--- src/rtl/jesd_link_pkg.sv ---
/*
  Constants for the transmit link parameter block: register offsets, field
  positions, reset values and fixed link parameters.
  Assumes an 8-bit register port with 8-bit offsets.
*/
// Function
// - 16-bit sample, 11 data bits, two spare.
// - Tail bits zero, or pseudorandom when enabled.
// - Control-bit selection replaces one or two tails.
// - Tail value setting applied to spare bits.
// - IDs sent in alignment sequence, readable.
// - Lane, device and bank identifier widths.
// - K minus one stored, K defaults 32.
// - Scrambling default on, active in data phase only.
// - Alignment option: normal, none or repeat.
// - N and N-prime read as minus one.
// - Control words per frame read zero.
// - Derived L, F, M, S, HD readable.
// - Per-lane checksum, sent and readable.
// - Checksum is modulo 256 field sum.
// - Lane checksums at two read offsets.
// - Eleven configuration octets packed per layout.
// - Polarity bit inverts lane sample words, not configuration octets.
// - Offset binary or twos complement select.
// - Remap converters and lanes to physical lanes.
// - Clearing hold bit releases link, starts sync.
// - Hold bit set keeps link in reset.
// - Quick configuration selects converters and lanes.
// - Second multiframe carries fourteen configuration octets.
package jesd_link_pkg;
  // ==========================================================
  // Register offsets
  localparam logic [7:0] A_TAIL_FMT  = 8'h14;
  localparam logic [7:0] A_SYNC_OPT  = 8'h3A;
  localparam logic [7:0] A_QUICK_CFG = 8'h5E;
  localparam logic [7:0] A_LINK_CTRL = 8'h5F;
  localparam logic [7:0] A_POLARITY  = 8'h60;
  localparam logic [7:0] A_DEV_ID    = 8'h64;
  localparam logic [7:0] A_BANK_ID   = 8'h65;
  localparam logic [7:0] A_LANE0_ID  = 8'h67;
  localparam logic [7:0] A_LANE1_ID  = 8'h68;
  localparam logic [7:0] A_SCR_LANES = 8'h6E;
  localparam logic [7:0] A_OCTETS    = 8'h6F;
  localparam logic [7:0] A_FRAMES    = 8'h70;
  localparam logic [7:0] A_CONV_CNT  = 8'h71;
  localparam logic [7:0] A_CTRL_RES  = 8'h72;
  localparam logic [7:0] A_SMP_BITS  = 8'h73;
  localparam logic [7:0] A_SMP_CONV  = 8'h74;
  localparam logic [7:0] A_DENS_CW   = 8'h75;
  localparam logic [7:0] A_FCHK0     = 8'h78;
  localparam logic [7:0] A_FCHK1     = 8'h79;
  localparam logic [7:0] A_REMAP_A   = 8'h82;
  localparam logic [7:0] A_REMAP_B   = 8'h83;
  // ==========================================================
  // Field positions
  localparam int HOLD_BIT      = 0;
  localparam int ILAS_LSB      = 2;
  localparam int TAIL_RAND_BIT = 6;
  localparam int POL_INV_BIT   = 1;
  localparam int SCR_BIT       = 7;
  localparam int CS_LSB        = 6;
  localparam int TAIL_VAL_LSB  = 5;
  localparam int REMAP_STRIDE  = 4;
  localparam int DATA_LSB      = 5;
  localparam int SPARE_LSB     = 3;
  // ==========================================================
  // Reset values
  localparam logic [7:0] RST_TAIL_FMT  = 8'h00;
  localparam logic [7:0] RST_QUICK_CFG = 8'h22;
  localparam logic [7:0] RST_LINK_CTRL = 8'h00;
  localparam logic [4:0] RST_LANE1_ID  = 5'h01;
  localparam logic [7:0] RST_FRAMES    = 8'h1F;
  localparam logic [7:0] RST_REMAP     = 8'h10;
  // ==========================================================
  // Fixed parameters and codes
  localparam logic [4:0] N_M1        = 5'h0A;
  localparam logic [4:0] NP_M1       = 5'h0F;
  localparam logic [4:0] CF_VAL      = 5'h00;
  localparam logic [2:0] SUBCLASS    = 3'h1;
  localparam logic [2:0] JESDV       = 3'h1;
  localparam logic [7:0] QC_1C1L     = 8'h11;
  localparam logic [7:0] QC_1C2L     = 8'h12;
  localparam logic [7:0] QC_2C1L     = 8'h21;
  localparam logic [1:0] ILAS_NORMAL = 2'h0;
  localparam logic [1:0] ILAS_NONE   = 2'h1;
  localparam logic [1:0] ILAS_LAST_MF = 2'h3;
  localparam logic [1:0] FMT_TWOS    = 2'h1;
  typedef enum logic [3:0] {
    ST_HOLD = 4'h1,
    ST_CGS  = 4'h2,
    ST_ILAS = 4'h4,
    ST_DATA = 4'h8
  } phase_t;
endpackage

--- src/rtl/lane_cfg_octets.sv ---
/*
  Configuration octets and checksum for one lane.
  Assumes field values are already in the minus-one notation where the link uses it.
*/
`timescale 1ns/1ps
`default_nettype none
module lane_cfg_octets (
  // Link fields
  input  wire logic [7:0] did_i,
  input  wire logic [3:0] bid_i,
  input  wire logic [4:0] lid_i,
  input  wire logic       scr_i,
  input  wire logic [4:0] l_m1_i,
  input  wire logic [7:0] f_m1_i,
  input  wire logic [4:0] k_m1_i,
  input  wire logic [7:0] m_m1_i,
  input  wire logic [1:0] cs_i,
  input  wire logic [4:0] s_m1_i,
  input  wire logic       hd_i,
  // Octet select and results
  input  wire logic [3:0] idx_i,
  output logic      [7:0] octet_o,
  output logic      [7:0] fchk_o
);
  import jesd_link_pkg::*;
  // ==========================================================
  // Field sum, before packing
  assign fchk_o = did_i + 8'(bid_i) + 8'(lid_i) + 8'(scr_i) + 8'(l_m1_i)
                + f_m1_i + 8'(k_m1_i) + m_m1_i + 8'(cs_i) + 8'(N_M1)
                + 8'(SUBCLASS) + 8'(NP_M1) + 8'(JESDV) + 8'(s_m1_i)
                + 8'(hd_i) + 8'(CF_VAL);
  // ==========================================================
  // Octet packing
  always_comb begin
    case (idx_i)
      4'h0:    octet_o = did_i;
      4'h1:    octet_o = {4'h0, bid_i};
      4'h2:    octet_o = {3'h0, lid_i};
      4'h3:    octet_o = {scr_i, 2'h0, l_m1_i};
      4'h4:    octet_o = f_m1_i;
      4'h5:    octet_o = {3'h0, k_m1_i};
      4'h6:    octet_o = m_m1_i;
      4'h7:    octet_o = {cs_i, 1'b0, N_M1};
      4'h8:    octet_o = {SUBCLASS, NP_M1};
      4'h9:    octet_o = {JESDV, s_m1_i};
      4'hA:    octet_o = {hd_i, 2'h0, CF_VAL};
      4'hD:    octet_o = fchk_o;
      default: octet_o = 8'h00;
    endcase
  end
endmodule
`default_nettype wire

--- src/rtl/jesd_tx_link_cfg.sv ---
/*
  Transmit link parameter registers, derived values, link phase control and
  per-lane sample formatting for a two-converter, two-lane transmitter.
  Assumes a serializer that consumes lane words, sends the octets selected by
  cfg_idx_i during alignment, and pulses frame_tick_i once per frame.
*/
`timescale 1ns/1ps
`default_nettype none
module jesd_tx_link_cfg #(
  parameter int LANES = 2
) (
  // Clock and reset
  input  wire logic                 mclk_i,
  input  wire logic                 rst_i,
  // Register port
  input  wire logic                 reg_wr_i,
  input  wire logic                 reg_rd_i,
  input  wire logic [7:0]           reg_addr_i,
  input  wire logic [7:0]           reg_wdata_i,
  output logic      [7:0]           reg_rdata_o,
  // Link control
  input  wire logic                 sync_n_i,
  input  wire logic                 frame_tick_i,
  output logic                      link_hold_o,
  output jesd_link_pkg::phase_t     phase_o,
  output logic      [1:0]           ilas_mf_o,
  output logic      [4:0]           ilas_frame_o,
  output logic                      scramble_on_o,
  // Converter samples
  input  wire logic                 sample_valid_i,
  input  wire logic [10:0]          adc0_i,
  input  wire logic [10:0]          adc1_i,
  input  wire logic [1:0][1:0]      ctrl_i,
  // Lane words
  output logic                      lane_valid_o,
  output logic [LANES-1:0][15:0]    lane_data_o,
  // Configuration octets
  input  wire logic [3:0]           cfg_idx_i,
  output logic [LANES-1:0][7:0]     cfg_octet_o
);
  import jesd_link_pkg::*;
  // ==========================================================
  // Register storage
  logic [7:0]  tail_fmt_ff;
  logic [7:0]  sync_opt_ff;
  logic [7:0]  quick_cfg_ff;
  logic [7:0]  link_ctrl_ff;
  logic        pol_ff;
  logic [7:0]  did_ff;
  logic [3:0]  bid_ff;
  logic [4:0]  lid0_ff;
  logic [4:0]  lid1_ff;
  logic        scr_ff;
  logic [7:0]  k_m1_ff;
  logic [1:0]  cs_ff;
  logic [7:0]  remap_a_ff;
  logic [7:0]  remap_b_ff;
  logic [7:0]  rdata_ff;
  logic [7:0]  nxt_rdata;
  logic [15:0] lfsr_ff;
  phase_t      phase_ff;
  phase_t      nxt_phase;
  logic [4:0]  frame_cnt_ff;
  logic [1:0]  mf_cnt_ff;
  logic        lane_valid_ff;
  logic [LANES-1:0][15:0] lane_ff;
  logic [LANES-1:0][7:0]  octet_ff;
  logic [LANES-1:0][7:0]  octet_w;
  logic [LANES-1:0][7:0]  fchk_w;
  logic [1:0][15:0]       slot_word;
  // ==========================================================
  // Write decode
  wire wr_tail  = reg_wr_i && (reg_addr_i == A_TAIL_FMT);
  wire wr_sync  = reg_wr_i && (reg_addr_i == A_SYNC_OPT);
  wire wr_qc    = reg_wr_i && (reg_addr_i == A_QUICK_CFG);
  wire wr_link  = reg_wr_i && (reg_addr_i == A_LINK_CTRL);
  wire wr_pol   = reg_wr_i && (reg_addr_i == A_POLARITY);
  wire wr_did   = reg_wr_i && (reg_addr_i == A_DEV_ID);
  wire wr_bid   = reg_wr_i && (reg_addr_i == A_BANK_ID);
  wire wr_lid0  = reg_wr_i && (reg_addr_i == A_LANE0_ID);
  wire wr_lid1  = reg_wr_i && (reg_addr_i == A_LANE1_ID);
  wire wr_scr   = reg_wr_i && (reg_addr_i == A_SCR_LANES);
  wire wr_k     = reg_wr_i && (reg_addr_i == A_FRAMES);
  wire wr_cs    = reg_wr_i && (reg_addr_i == A_CTRL_RES);
  wire wr_rma   = reg_wr_i && (reg_addr_i == A_REMAP_A);
  wire wr_rmb   = reg_wr_i && (reg_addr_i == A_REMAP_B);
  // ==========================================================
  // Control fields
  wire       hold      = link_ctrl_ff[HOLD_BIT];
  wire [1:0] ilas_mode = link_ctrl_ff[ILAS_LSB +: 2];
  wire       tail_rand = link_ctrl_ff[TAIL_RAND_BIT];
  wire [1:0] tail_val  = tail_fmt_ff[TAIL_VAL_LSB +: 2];
  wire       twos      = (tail_fmt_ff[1:0] == FMT_TWOS);
  // ==========================================================
  // Derived values from quick configuration
  wire       qc_11 = (quick_cfg_ff == QC_1C1L);
  wire       qc_12 = (quick_cfg_ff == QC_1C2L);
  wire       qc_21 = (quick_cfg_ff == QC_2C1L);
  wire       l_m1  = ~(qc_11 | qc_21);
  wire       m_m1  = ~(qc_11 | qc_12);
  wire [7:0] f_m1  = qc_12 ? 8'h00 : (qc_21 ? 8'h03 : 8'h01);
  wire [4:0] s_m1  = 5'h00;
  wire       hd    = qc_12;
  // ==========================================================
  // Register writes
  always_ff @(posedge mclk_i) begin
    if (rst_i) begin
      tail_fmt_ff  <= RST_TAIL_FMT;
      sync_opt_ff  <= 8'h00;
      quick_cfg_ff <= RST_QUICK_CFG;
      link_ctrl_ff <= RST_LINK_CTRL;
      pol_ff       <= 1'b0;
      did_ff       <= 8'h00;
      bid_ff       <= 4'h0;
      lid0_ff      <= 5'h00;
      lid1_ff      <= RST_LANE1_ID;
      scr_ff       <= 1'b1;
      k_m1_ff      <= RST_FRAMES;
      cs_ff        <= 2'h0;
      remap_a_ff   <= RST_REMAP;
      remap_b_ff   <= RST_REMAP;
    end else begin
      if (wr_tail) tail_fmt_ff  <= reg_wdata_i;
      if (wr_sync) sync_opt_ff  <= reg_wdata_i;
      if (wr_qc)   quick_cfg_ff <= reg_wdata_i;
      if (wr_link) link_ctrl_ff <= reg_wdata_i;
      if (wr_pol)  pol_ff       <= reg_wdata_i[POL_INV_BIT];
      if (wr_did)  did_ff       <= reg_wdata_i;
      if (wr_bid)  bid_ff       <= reg_wdata_i[3:0];
      if (wr_lid0) lid0_ff      <= reg_wdata_i[4:0];
      if (wr_lid1) lid1_ff      <= reg_wdata_i[4:0];
      if (wr_scr)  scr_ff       <= reg_wdata_i[SCR_BIT];
      if (wr_k)    k_m1_ff      <= reg_wdata_i;
      if (wr_cs)   cs_ff        <= reg_wdata_i[CS_LSB +: 2];
      if (wr_rma)  remap_a_ff   <= reg_wdata_i;
      if (wr_rmb)  remap_b_ff   <= reg_wdata_i;
    end
  end
  // ==========================================================
  // Read mux
  always_comb begin
    case (reg_addr_i)
      A_TAIL_FMT:  nxt_rdata = tail_fmt_ff;
      A_SYNC_OPT:  nxt_rdata = sync_opt_ff;
      A_QUICK_CFG: nxt_rdata = quick_cfg_ff;
      A_LINK_CTRL: nxt_rdata = link_ctrl_ff;
      A_POLARITY:  nxt_rdata = {6'h00, pol_ff, 1'b0};
      A_DEV_ID:    nxt_rdata = did_ff;
      A_BANK_ID:   nxt_rdata = {4'h0, bid_ff};
      A_LANE0_ID:  nxt_rdata = {3'h0, lid0_ff};
      A_LANE1_ID:  nxt_rdata = {3'h0, lid1_ff};
      A_SCR_LANES: nxt_rdata = {scr_ff, 6'h00, l_m1};
      A_OCTETS:    nxt_rdata = f_m1;
      A_FRAMES:    nxt_rdata = k_m1_ff;
      A_CONV_CNT:  nxt_rdata = {7'h00, m_m1};
      A_CTRL_RES:  nxt_rdata = {cs_ff, 2'h0, N_M1[3:0]};
      A_SMP_BITS:  nxt_rdata = {SUBCLASS, 1'b0, NP_M1[3:0]};
      A_SMP_CONV:  nxt_rdata = {JESDV, s_m1};
      A_DENS_CW:   nxt_rdata = {hd, 2'h0, CF_VAL};
      A_FCHK0:     nxt_rdata = fchk_w[0];
      A_FCHK1:     nxt_rdata = fchk_w[LANES-1];
      A_REMAP_A:   nxt_rdata = remap_a_ff;
      A_REMAP_B:   nxt_rdata = remap_b_ff;
      default:     nxt_rdata = 8'h00;
    endcase
  end

  always_ff @(posedge mclk_i) begin
    if (rst_i) begin
      rdata_ff <= 8'h00;
    end else if (reg_rd_i) begin
      rdata_ff <= nxt_rdata;
    end
  end
  assign reg_rdata_o = rdata_ff;
  // ==========================================================
  // Link phase control
  wire k_end  = (frame_cnt_ff == k_m1_ff[4:0]);
  wire mf_end = frame_tick_i && k_end && (mf_cnt_ff == ILAS_LAST_MF);

  always_comb begin
    case (phase_ff)
      ST_HOLD: nxt_phase = ST_CGS;
      ST_CGS:  nxt_phase = !sync_n_i ? ST_CGS :
                           (ilas_mode == ILAS_NONE) ? ST_DATA : ST_ILAS;
      ST_ILAS: nxt_phase = !sync_n_i ? ST_CGS :
                           (mf_end && ilas_mode == ILAS_NORMAL) ? ST_DATA : ST_ILAS;
      ST_DATA: nxt_phase = !sync_n_i ? ST_CGS : ST_DATA;
      default: nxt_phase = ST_HOLD;
    endcase
  end

  always_ff @(posedge mclk_i) begin
    if (rst_i || hold) begin
      phase_ff <= ST_HOLD;
    end else begin
      phase_ff <= nxt_phase;
    end
  end

  always_ff @(posedge mclk_i) begin
    if (rst_i || phase_ff != ST_ILAS) begin
      frame_cnt_ff <= 5'h00;
      mf_cnt_ff    <= 2'h0;
    end else if (frame_tick_i) begin
      frame_cnt_ff <= k_end ? 5'h00 : frame_cnt_ff + 5'h01;
      mf_cnt_ff    <= k_end ? mf_cnt_ff + 2'h1 : mf_cnt_ff;
    end
  end

  assign link_hold_o   = hold;
  assign phase_o       = phase_ff;
  assign ilas_mf_o     = mf_cnt_ff;
  assign ilas_frame_o  = frame_cnt_ff;
  assign scramble_on_o = scr_ff && (phase_ff == ST_DATA);
  // ==========================================================
  // Tail pseudorandom source
  always_ff @(posedge mclk_i) begin
    if (rst_i) begin
      lfsr_ff <= 16'hACE1;
    end else if (sample_valid_i) begin
      lfsr_ff <= {lfsr_ff[14:0], lfsr_ff[15] ^ lfsr_ff[13] ^ lfsr_ff[12] ^ lfsr_ff[10]};
    end
  end
  // ==========================================================
  // Sample slots and lanes
  genvar g;
  generate
    for (g = 0; g < 2; g++) begin : g_slot
      wire        sel   = remap_a_ff[g*REMAP_STRIDE];
      wire [10:0] raw   = sel ? adc1_i : adc0_i;
      wire [10:0] fmt   = twos ? {~raw[10], raw[9:0]} : raw;
      wire [1:0]  tail  = tail_rand ? lfsr_ff[2*g +: 2] : tail_val;
      wire [1:0]  ctl   = ctrl_i[sel];
      wire [1:0]  spare = (cs_ff == 2'h0) ? tail :
                          (cs_ff == 2'h1) ? {ctl[0], tail[0]} : ctl;
      assign slot_word[g] = {fmt, spare, 3'b000};
    end
    for (g = 0; g < LANES; g++) begin : g_lane
      wire lsel = remap_b_ff[g*REMAP_STRIDE];
      lane_cfg_octets u_octets (
        .did_i   (did_ff),
        .bid_i   (bid_ff),
        .lid_i   ((g == 0) ? lid0_ff : lid1_ff),
        .scr_i   (scr_ff),
        .l_m1_i  ({4'h0, l_m1}),
        .f_m1_i  (f_m1),
        .k_m1_i  (k_m1_ff[4:0]),
        .m_m1_i  ({7'h00, m_m1}),
        .cs_i    (cs_ff),
        .s_m1_i  (s_m1),
        .hd_i    (hd),
        .idx_i   (cfg_idx_i),
        .octet_o (octet_w[g]),
        .fchk_o  (fchk_w[g])
      );
      always_ff @(posedge mclk_i) begin
        if (rst_i || hold) begin
          lane_ff[g]  <= 16'h0000;
          octet_ff[g] <= 8'h00;
        end else begin
          octet_ff[g] <= octet_w[g];
          if (sample_valid_i) begin
            lane_ff[g] <= slot_word[lsel] ^ {16{pol_ff}};
          end
        end
      end
    end
  endgenerate

  always_ff @(posedge mclk_i) begin
    if (rst_i || hold) begin
      lane_valid_ff <= 1'b0;
    end else begin
      lane_valid_ff <= sample_valid_i;
    end
  end
  assign lane_valid_o = lane_valid_ff;
  assign lane_data_o  = lane_ff;
  assign cfg_octet_o  = octet_ff;
  // ==========================================================
  // Assertions
  AST_HOLD_KEEPS_RESET: assert property (@(posedge mclk_i) disable iff (rst_i)
    hold |=> (phase_ff == ST_HOLD) && !lane_valid_o)
    else $error("Link left reset while hold set");
  AST_RELEASE_CGS: assert property (@(posedge mclk_i) disable iff (rst_i)
    $fell(hold) |=> (phase_ff == ST_CGS))
    else $error("Link not released into code group sync");
  AST_SCR_ONLY_DATA: assert property (@(posedge mclk_i) disable iff (rst_i)
    (phase_ff == ST_ILAS) |-> !scramble_on_o)
    else $error("Scrambling active during alignment");
  AST_ILAS_SKIP: assert property (@(posedge mclk_i) disable iff (rst_i)
    (phase_ff == ST_CGS && sync_n_i && ilas_mode == ILAS_NONE && !hold)
      |=> (phase_ff == ST_DATA))
    else $error("Alignment sequence not skipped");
  AST_LOW_BITS_ZERO: assert property (@(posedge mclk_i) disable iff (rst_i)
    (lane_valid_o && $past(sample_valid_i) && !$past(pol_ff))
      |-> (lane_data_o[0][2:0] == 3'h0))
    else $error("Low sample bits not zero");
  AST_FIXED_N: assert property (@(posedge mclk_i) disable iff (rst_i)
    (reg_rd_i && reg_addr_i == A_CTRL_RES) |=> (reg_rdata_o[3:0] == 4'hA))
    else $error("Converter resolution field wrong");
  AST_CF_ZERO: assert property (@(posedge mclk_i) disable iff (rst_i)
    (reg_rd_i && reg_addr_i == A_DENS_CW) |=> (reg_rdata_o[4:0] == 5'h00))
    else $error("Control word count not zero");
  AST_FCHK_READ: assert property (@(posedge mclk_i) disable iff (rst_i)
    (reg_rd_i && reg_addr_i == A_FCHK0) |=> (reg_rdata_o == $past(fchk_w[0])))
    else $error("Lane 0 checksum read mismatch");
  AST_SPLIT_LANES: assert property (@(posedge mclk_i) disable iff (rst_i)
    (reg_rd_i && reg_addr_i == A_OCTETS && qc_12) |=> (reg_rdata_o == 8'h00))
    else $error("Octets per frame wrong for one converter two lanes");
  COV_ILAS_DONE: cover property (@(posedge mclk_i) disable iff (rst_i)
    (phase_ff == ST_ILAS) ##1 (phase_ff == ST_DATA));
  COV_REPEAT: cover property (@(posedge mclk_i) disable iff (rst_i)
    mf_end && (phase_ff == ST_ILAS) && ilas_mode[1]);
  COV_RAND_TAIL: cover property (@(posedge mclk_i) disable iff (rst_i)
    lane_valid_o && tail_rand && (cs_ff == 2'h0));
endmodule
`default_nettype wire

--- config.mk ---
export PLATFORM = sky130hd
export DESIGN_NAME = jesd_tx_link_cfg
export DESIGN_NICKNAME = d
export VERILOG_FILES = /design/src/rtl/jesd_link_pkg.sv /design/src/rtl/lane_cfg_octets.sv /design/src/rtl/jesd_tx_link_cfg.sv
export SDC_FILE = /design/constraint.sdc
export NUM_CORES = 1
export LEC_CHECK = 0
export BUFFER_PORTS_ARGS = -buffer_cell sky130_fd_sc_hd__clkbuf_2
export CAP_MARGIN = 20
export CORE_MARGIN = 1.5
export CORE_UTILIZATION = 35
export CTS_BUF_LIST = sky130_fd_sc_hd__clkbuf_8
export CTS_CLUSTER_SIZE = 10
export DETAILED_ROUTE_END_ITERATION = 7
export PLACE_DENSITY_LB_ADDON = 0.25
export SLEW_MARGIN = 40
export SYNTH_ARGS = -nofsm -noshare
export SYNTH_HDL_FRONTEND = slang
export SYNTH_HIERARCHICAL = 1
export SYNTH_SLANG_ARGS = --single-unit
--- constraint.sdc ---
create_clock -name mclk_i -period 11.8 [get_ports mclk_i]
set_clock_uncertainty 0.15 [all_clocks]
set_input_delay 0.59 -clock mclk_i [delete_from_list [all_inputs] [get_ports mclk_i]]
set_output_delay 0.59 -clock mclk_i [all_outputs]
set_load 0.02 [all_outputs]
# --- Word-level counts from Yosys, hierarchy flattened ---
# Index checks and enable logic that the tools add are counted.
op_classes:
  n_addsub: 27
  order_cmp: 4
  eq_ne: 45
  muxes: 30
  n_bitwise: 11
  reduce_logical: 24
ops:
  columns: ["cell", "n"]
  rows:
  - ["8-bit case mux with 12 select lines", 2]
  - ["8-bit case mux with 21 select lines", 1]
  - ["8-bit by 7-bit == test with 1-bit output (second input constant)", 17]
  - ["8-bit by 1-bit adder with 8-bit output", 8]
  - ["16-bit two-way mux", 4]
  - ["11-bit two-way mux", 4]
  - ["8-bit by 1-bit adder with 8-bit output (second input constant)", 4]
  - ["8-bit by 2-bit adder with 8-bit output", 4]
  - ["8-bit by 4-bit adder with 8-bit output (second input constant)", 4]
  - ["8-bit by 5-bit adder with 8-bit output", 4]
  - ["16-bit bitwise XOR", 2]
  - ["8-bit by 5-bit == test with 1-bit output (second input constant)", 3]
  - ["2-bit two-way mux", 12]
  - ["4-bit by 3-bit == test with 1-bit output (second input constant)", 5]
  - ["4-bit == test (second input constant)", 5]
  - ["4-bit two-way mux", 5]
  - ["1-bit logical AND", 18]
  - ["8-bit by 6-bit == test with 1-bit output (second input constant)", 2]
  - ["8-bit == test (second input constant)", 2]
  - ["4-bit case mux with 4 select lines", 1]
  - ["4-bit by 2-bit == test with 1-bit output (second input constant)", 3]
  - ["8-bit by 4-bit adder with 8-bit output", 1]
  - ["4-bit by 1-bit == test with 1-bit output (second input constant)", 2]
  - ["1-bit by 2-bit < comparator with 1-bit output (second input constant)", 4]
  - ["14 further kinds", 24]
word_totals:
  regBits: 166
  input_bits: 53
  output_inout_bits: 70

# --- Depth between registers and ports, before layout ---
# Gate-level depths: netlist of the first run.
logic_depth:
  word_depth: 14
  mapped_depth: 20

# --- Cells and area by module ---
# Netlist of the first run, hierarchy kept.
by_module_without_submodules:
  columns: ["module", "n_inst", "cells_per_inst", "area_each_um2", "seq_area_each_um2"]
  rows:
  - ["jesd_tx_link_cfg", 1, 906, 8081.5, 3223.1]
  - ["lane_cfg_octets (g_lane[1].u_octets)", 1, 241, 2074.5, 0.0]
  - ["lane_cfg_octets (g_lane[0].u_octets)", 1, 230, 1949.4, 0.0]

# --- Worst setup path before layout of the first run ---
# Ideal clock, no wire load.
synth_timing:
  path_type: "flip-flop to flip-flop"
  startpoint: "register quick_cfg_ff[7]"
  endpoint: "register rdata_ff[7], in the netlist reg_rdata_o[7]"
  setup_time_ns: 0.131
  t_arrival_ns: 5.556
  required_ns: 11.519
  slack_ns: 5.963
  path_stages_with_launch: 21
  n_path_buf: 0
  period_less_slack_ns: 5.837
  cell_sequence: "dfxtp_1 -> or4_4 -> or3_1 -> inv_1 -> fa_1 -> fa_1 -> inv_1 -> fa_1 -> inv_1 -> fa_1 -> ha_1 -> fa_1 -> a211oi_2 -> o21bai_1 -> a21oi_1 -> xnor2_1 -> mux2i_1 -> nor4_1 -> a311o_1 -> a2111oi_0 -> nor3_1"
synth_lines:
  columns: ["element", "line_no", "rtl"]
  rows:
  - ["from (decl)", "jesd_tx_link_cfg.sv:46", "logic [7:0] quick_cfg_ff;"]
  - ["from (signal assigned)", "jesd_tx_link_cfg.sv:125", "if (wr_qc) quick_cfg_ff <= reg_wdata_i;"]
  - ["to (signal assigned)", "jesd_tx_link_cfg.sv:172", "rdata_ff <= nxt_rdata;"]
  - ["to (decl)", "jesd_tx_link_cfg.sv:58", "logic [7:0] rdata_ff;"]

==> results.yml, run 1 <==
placed_design:
  gp_congestion: 0.933
  dpl_cell_area_sq_mm: 0.0132
  dp_hpwl_um: 28400
  port-buffer-count: 122
  dp_slack_ns: 5.48
yosys:
  synth_cell_types: 96
  yosysSeqAreaShare_pct: 26.6
  synth_area_leaders: "dfxtp_1, fa_1, mux2i_1"
  yosys_warnings: 6
  ys_seq_elements: 161
  yosysTopAreaCellShare_pct: 26.6
  syn_area_per_cell_sq_um: 8.79
  async_flop_share_pct: 0
  synth_common_cells: "dfxtp_1, mux2i_1, nor2_1"
  ys.flop_type: "dfxtp_1"
  syn_inst: 1377
  synth-edff-count: 0
  yosysTopAreaCell: "dfxtp_1"
  syn-cell-area_sq_mm: 0.0121
  yosysMostFrequentCell: "dfxtp_1"
clock_tree:
  h-tree-depth: 4
  clk_latency_ns: 0.48
  hold_buffers: 0
  cts.sinks: 161
  post_cts_buffers: 0
  clk_pin_slew_ns: 0.10
  tritoncts: "yes"
  numCtsBuffers: 17
  cts-resized-gates: 0
  clock_path_buffers: 2
  root_buffer: "clkbuf_8"
layout:
  nNetsFinal: 1676
  design_area_sq_mm: 0.0136
  antenna_cells: 0
  num-fill-cells: 3473
  largest_reg_flops: 27
  drive_above_1_share_pct: 14.3
  fin_util_pct: 40.2
  areaGrowthSynthToFinish_pct: 12.2
worst_setup_path:
  crit_path_max_incr_delay_ns: 0.57
  required_ns: 12.02
  worst-path-stages: 20
  crit_buf_inv: 3
  cp-start-kind: "register"
  ff2ff_path_depth: 20
  cp_max_fo: 6
  crit_chain: "or4_4 > or3_1 > inv_1 > fa_1 > fa_1 > inv_1 > fa_1 > inv_1 > fa_1 > ha_1 > fa_1 > a211oi_2 > o21bai_1 > a21oi_1 > xnor2_1 > mux2i_1 > nor4_1 > a311o_1 > a2111oi_0 > nor3_1"
  endpoint_kind: "register"
  cp_common_cell: "fa_1"
  cp_slowest_cell: "or4_4"
  critical_path_class: "reg2reg"
  cp.arrival_ns: 6.54
  cpLargestDelayFamily: "adder cells"
route:
  drtAntennaViolNets: 0
  routedWlPerCell_um: 19.5
  num_vias: 10500
  drtIter0Drc: 913
  first_pass_iters: 5
  remaining_drc_errors: 0
  drt_wl_total_um: 38600
  via_per_inst: 5.32
power_and_ir_drop:
  power_frac_seq_pct: 37.5
  swShare_pct: 38.7
  p_clk_share_pct: 25.9
  p_per_area_mw_per_mm2: 111
  p_leak_nw: 5.94
  power.switching_uw: 587
  max-vdd-ir-drop_mv: 0.0673
  power_frac_comb_pct: 36.6
  p_int_uw: 928
die:
  io_pins: 123
  core_area_sq_mm: 0.0338
  die_area_sq_mm: 0.0357
  num_rows: 67
  initial_core_util_pct: 35.8
  die_h_um: 189
  die_w_um: 189
global_route:
  grt_max_degree: 63
  grt_pass1_wl_um: 59700
  grt_use_total_pct: 22.0
  antenna_found_initial: 0
  gr-total-overflow: 0
  grt_pass1_vias: 10200
timing:
  max-slew-margin-rel_pct: 44.0
  min_period_ns: 6.32
  setup_slack_ns: 5.48
  rsz0062_at_grt: "no"
  hold_viol: 0
  fmax_mhz: 158
  finalCritPeriodShare_pct: 53.6
  worst_slew_pin_slew_ns: 0.839
  slew_violations: 0
  finalSetupViolCount: 0
  fin_setup_tns_ns: 0
run:
  drv_cap: 0
min_path:
  min_path_type: "in2reg"
  whs_path_depth: 4
outcome:
  run_status: "completed"
[metal layers]
layer,up-vias,wire length (um),track usage [%]
met2,436,16800,33.7
met4,0,1150,8.21
met5,-,0,0
met1,5074,17200,29.6
li1,4959,-,-
met3,67,3510,5.99
[kinds of logic after synthesis]
| kind of cell | Yosys count | synth area share, % |
|---|---|---|
| buf+inv | 225 | 7.95 |
| compound gates | 227 | 12.9 |
| flops | 161 | 26.6 |
| xor+xnor | 59 | 4.56 |
| mux | 154 | 13.7 |
| simple gates | 446 | 19.2 |
| fa+ha+maj | 104 | 15.0 |
| other cells | 1 | 0.0310 |
[final cells by class]
| cell class | instances | area [sq um] | area share [%] |
|---|---|---|---|
| timing repair buffer | 136 | 716 | 5.27 |
| clock buffer | 19 | 262 | 1.92 |
| tap | 448 | 561 | 4.13 |
| multi-input combinational | 1078 | 8250 | 60.7 |
| inverter | 125 | 469 | 3.45 |
| sequential | 161 | 3220 | 23.7 |
| clock inverter | 13 | 105 | 0.774 |
[cell usage in the layout (no fill, tap or decap), types with 41 or more instances in the layout]
cell type and count:
a21oi_1 64, clkbuf_2 121, conb_1 88, dfxtp_1 161
fa_1 68, inv_1 126, mux2i_1 134, nand2_1 92
nand3_1 61, nor2_1 128, xnor2_1 41
[power groups by stage]
stage | clock [mW] | combinational [mW] | sequential, mW
after CTS | 0.406 | 0.545 | 0.569
final | 0.393 | 0.554 | 0.568
after global routing | 0.426 | 0.613 | 0.570
after global placement | 0 | 0.536 | 0.581
after floorplan | 0 | 0.376 | 0.593
after detailed placement | 0 | 0.543 | 0.581
[worst register-to-register path, cell delays in order (launching register included)]
cell and delay (ns):
dfxtp_1 0.34, or4_4 0.57, or3_1 0.53, inv_1 0.27
fa_1 0.48, fa_1 0.49, inv_1 0.06, fa_1 0.38
inv_1 0.08, fa_1 0.42, ha_1 0.23, fa_1 0.49
a211oi_2 0.23, o21bai_1 0.10, a21oi_1 0.18, xnor2_1 0.14
mux2i_1 0.17, nor4_1 0.06, a311o_1 0.34, a2111oi_0 0.39
nor3_1 0.09
[per-stage QoR]
stage               hold slack, ns  std cells  total power, mW
finish                       0.266       1980             1.51
global route                 0.282       1980             1.61
CTS                          0.228       1980             1.52
detailed placement           0.293       1948             1.12
global placement             0.294       1948             1.12
floorplan                    0.282       1464            0.969
[final timing paths]
check / start / end / slack (ns)
worst min register to register: sync_opt_ff[7] / sync_opt_ff[7] / 0.31
worst max register to register: quick_cfg_ff[7] / reg_rdata_o[7] / 5.48
worst min-delay path: sync_n_i / phase_o[1] / 0.27
worst max-delay path: quick_cfg_ff[7] / reg_rdata_o[7] / 5.48
Power figures use the tool's default switching activity.
==> run 2: changes to the inputs <==
==> constraint.sdc (replaced) <==
create_clock -name mclk_i -period 6.15 [get_ports mclk_i]
set_clock_uncertainty 0.15 [all_clocks]
set_input_delay 0.3075 -clock mclk_i [delete_from_list [all_inputs] [get_ports mclk_i]]
set_output_delay 0.3075 -clock mclk_i [all_outputs]
set_load 0.02 [all_outputs]
==> run 2 against run 1 <==
Wire length rose by 0.30%. Largest power group is now combinational logic. Largest cell class unchanged. Utilization rose by 0.72 points. Critical endpoint unchanged. Clock power grew 120%.
==> results.yml, run 2 (same netlist as run 1, synthesis figures left out) <==
outcome:
  run_status: "completed"
route:
  via_per_inst: 5.28
  num_vias: 10500
  first_pass_iters: 5
  drtAntennaViolNets: 0
  drt_wl_total_um: 38700
  drtIter0Drc: 1143
  routedWlPerCell_um: 19.4
  remaining_drc_errors: 0
layout:
  nNetsFinal: 1693
  final_common_cell: "dfxtp_1"
  antenna_cells: 0
  design_area_sq_mm: 0.0138
  drive_above_1_share_pct: 15.7
  areaGrowthSynthToFinish_pct: 14.3
  largest_reg_flops: 27
  layout_common_cells: "dfxtp_1, mux2i_1, nor2_1"
die:
  die_h_um: 189
  io_pins: 123
  core_area_sq_mm: 0.0338
  initial_core_util_pct: 35.8
  die_w_um: 189
  num_rows: 67
  die_area_sq_mm: 0.0357
min_path:
  whs_path_depth: 4
  min_path_type: "in2reg"
worst_setup_path:
  cp_slowest_cell: "or4_4"
  required_ns: 6.37
  critical_path_class: "reg2reg"
  crit_path_max_incr_delay_ns: 0.56
  endpoint_kind: "register"
  cp_max_fo: 6
  cp_common_cell: "fa_1"
  crit_chain: "or4_4 > or3_4 > inv_1 > buf_4 > fa_1 > fa_1 > inv_1 > fa_1 > inv_1 > fa_1 > ha_1 > fa_2 > a211o_1 > a21oi_2 > o21ai_0 > xor2_1 > nand3_1 > o211ai_1 > a2111oi_4 > nor3_1"
  cp.arrival_ns: 6.15
  cp-start-kind: "register"
  ff2ff_path_depth: 20
global_route:
  gr-total-overflow: 0
  grt_use_total_pct: 21.9
  grt_pass1_vias: 9991
  antenna_found_initial: 0
  grt_max_degree: 80
  grt_pass1_wl_um: 59300
timing:
  hold_viol: 0
  slew_violations: 0
  min_period_ns: 5.93
  fmax_mhz: 169
  finalSetupViolCount: 0
  max-slew-margin-rel_pct: 43.9
  worst_slew_pin_slew_ns: 0.842
  fin_setup_tns_ns: 0
  rsz0062_at_grt: "no"
  finalCritPeriodShare_pct: 96.4
  setup_slack_ns: 0.222
clock_tree:
  root_buffer: "clkbuf_8"
  tritoncts: "yes"
  clock_path_buffers: 2
  clk_latency_ns: 0.50
  clk_pin_slew_ns: 0.10
  cts.sinks: 161
  numCtsBuffers: 17
  h-tree-depth: 4
power_and_ir_drop:
  max-vdd-ir-drop_mv: 0.148
  p_per_area_mw_per_mm2: 220
  p_int_mw: 1.90
  power.switching_mw: 1.14
  swShare_pct: 37.6
  power_frac_comb_pct: 36.1
  p_clk_share_pct: 28.0
  power_frac_seq_pct: 35.9
  p_leak_nw: 6.06
placed_design:
  gp_congestion: 0.961
  dp_slack_ns: 0.0717
  dpl_cell_area_sq_mm: 0.0133
  port-buffer-count: 122
  dp_hpwl_um: 28900
run:
  drv_cap: 0
## run 2: final cells by class
type	count	area, sq um
clock buffer	20	275
tap	448	561
multi-input combinational	1078	8300
fill	3418	20000
clock inverter	12	145
sequential	161	3220
timing repair buffer	153	857
inverter	125	469
## run 2: power by group through the flow
stage	Combinational, mW	Sequential, mW	Clock (mW)
after floorplan	0.721	1.14	0
after global placement	1.03	1.11	0
after detailed placement	1.04	1.11	0
after CTS	1.05	1.09	0.865
after global routing	1.21	1.09	0.907
final	1.10	1.09	0.850
## run 2: timing repair
action,CTS,global route
buffers inserted,0,1
endpoints found under the hold margin,6,0
endpoints found under the setup margin,0,1
resized for setup,0,10
hold buffers,3,0
## run 2: worst paths after layout
path / endpoint / slack (ns) / startpoint
min reg2reg: sync_opt_ff[1] / 0.31 / sync_opt_ff[1]
min: lane_data_o[31] / 0.06 / adc1_i[10]
max reg2reg: reg_rdata_o[7] / 0.22 / quick_cfg_ff[2]
max: reg_rdata_o[7] / 0.22 / quick_cfg_ff[2]
## run 2: critical path: cells and delay by family (launching register included)
family	cells	cell delay, ns
buffers and inverters	4	0.41
DFF	1	0.34
AOI/OAI and AO/OA	5	1.11
and+or+nand+nor	4	1.17
adders and majority gates	6	2.41
xor gates and xnor gates	1	0.20
## run 2: layer usage
layer | track usage (%) | share of wire, % | up-vias | wire length (um)
li1 | - | - | 4993 | -
met1 | 30.1 | 45 | 5078 | 17300
met2 | 33.4 | 44 | 404 | 17100
met3 | 5.28 | 8.3 | 61 | 3230
met4 | 7.42 | 2.8 | 0 | 1070
met5 | 0 | 0 | - | 0
## run 2: metrics by stage
stage / total power, mW / std cells / hold WS (ns) / util, %
floorplan: 1.86 / 1464 / 0.282 / -
global placement: 2.15 / 1961 / 0.297 / 39.4
detailed placement: 2.16 / 1961 / 0.305 / 39.4
CTS: 3.01 / 1996 / 0.0417 / 40.8
global route: 3.21 / 1997 / 0.0613 / 40.9
finish: 3.04 / 1997 / 0.0643 / 40.9
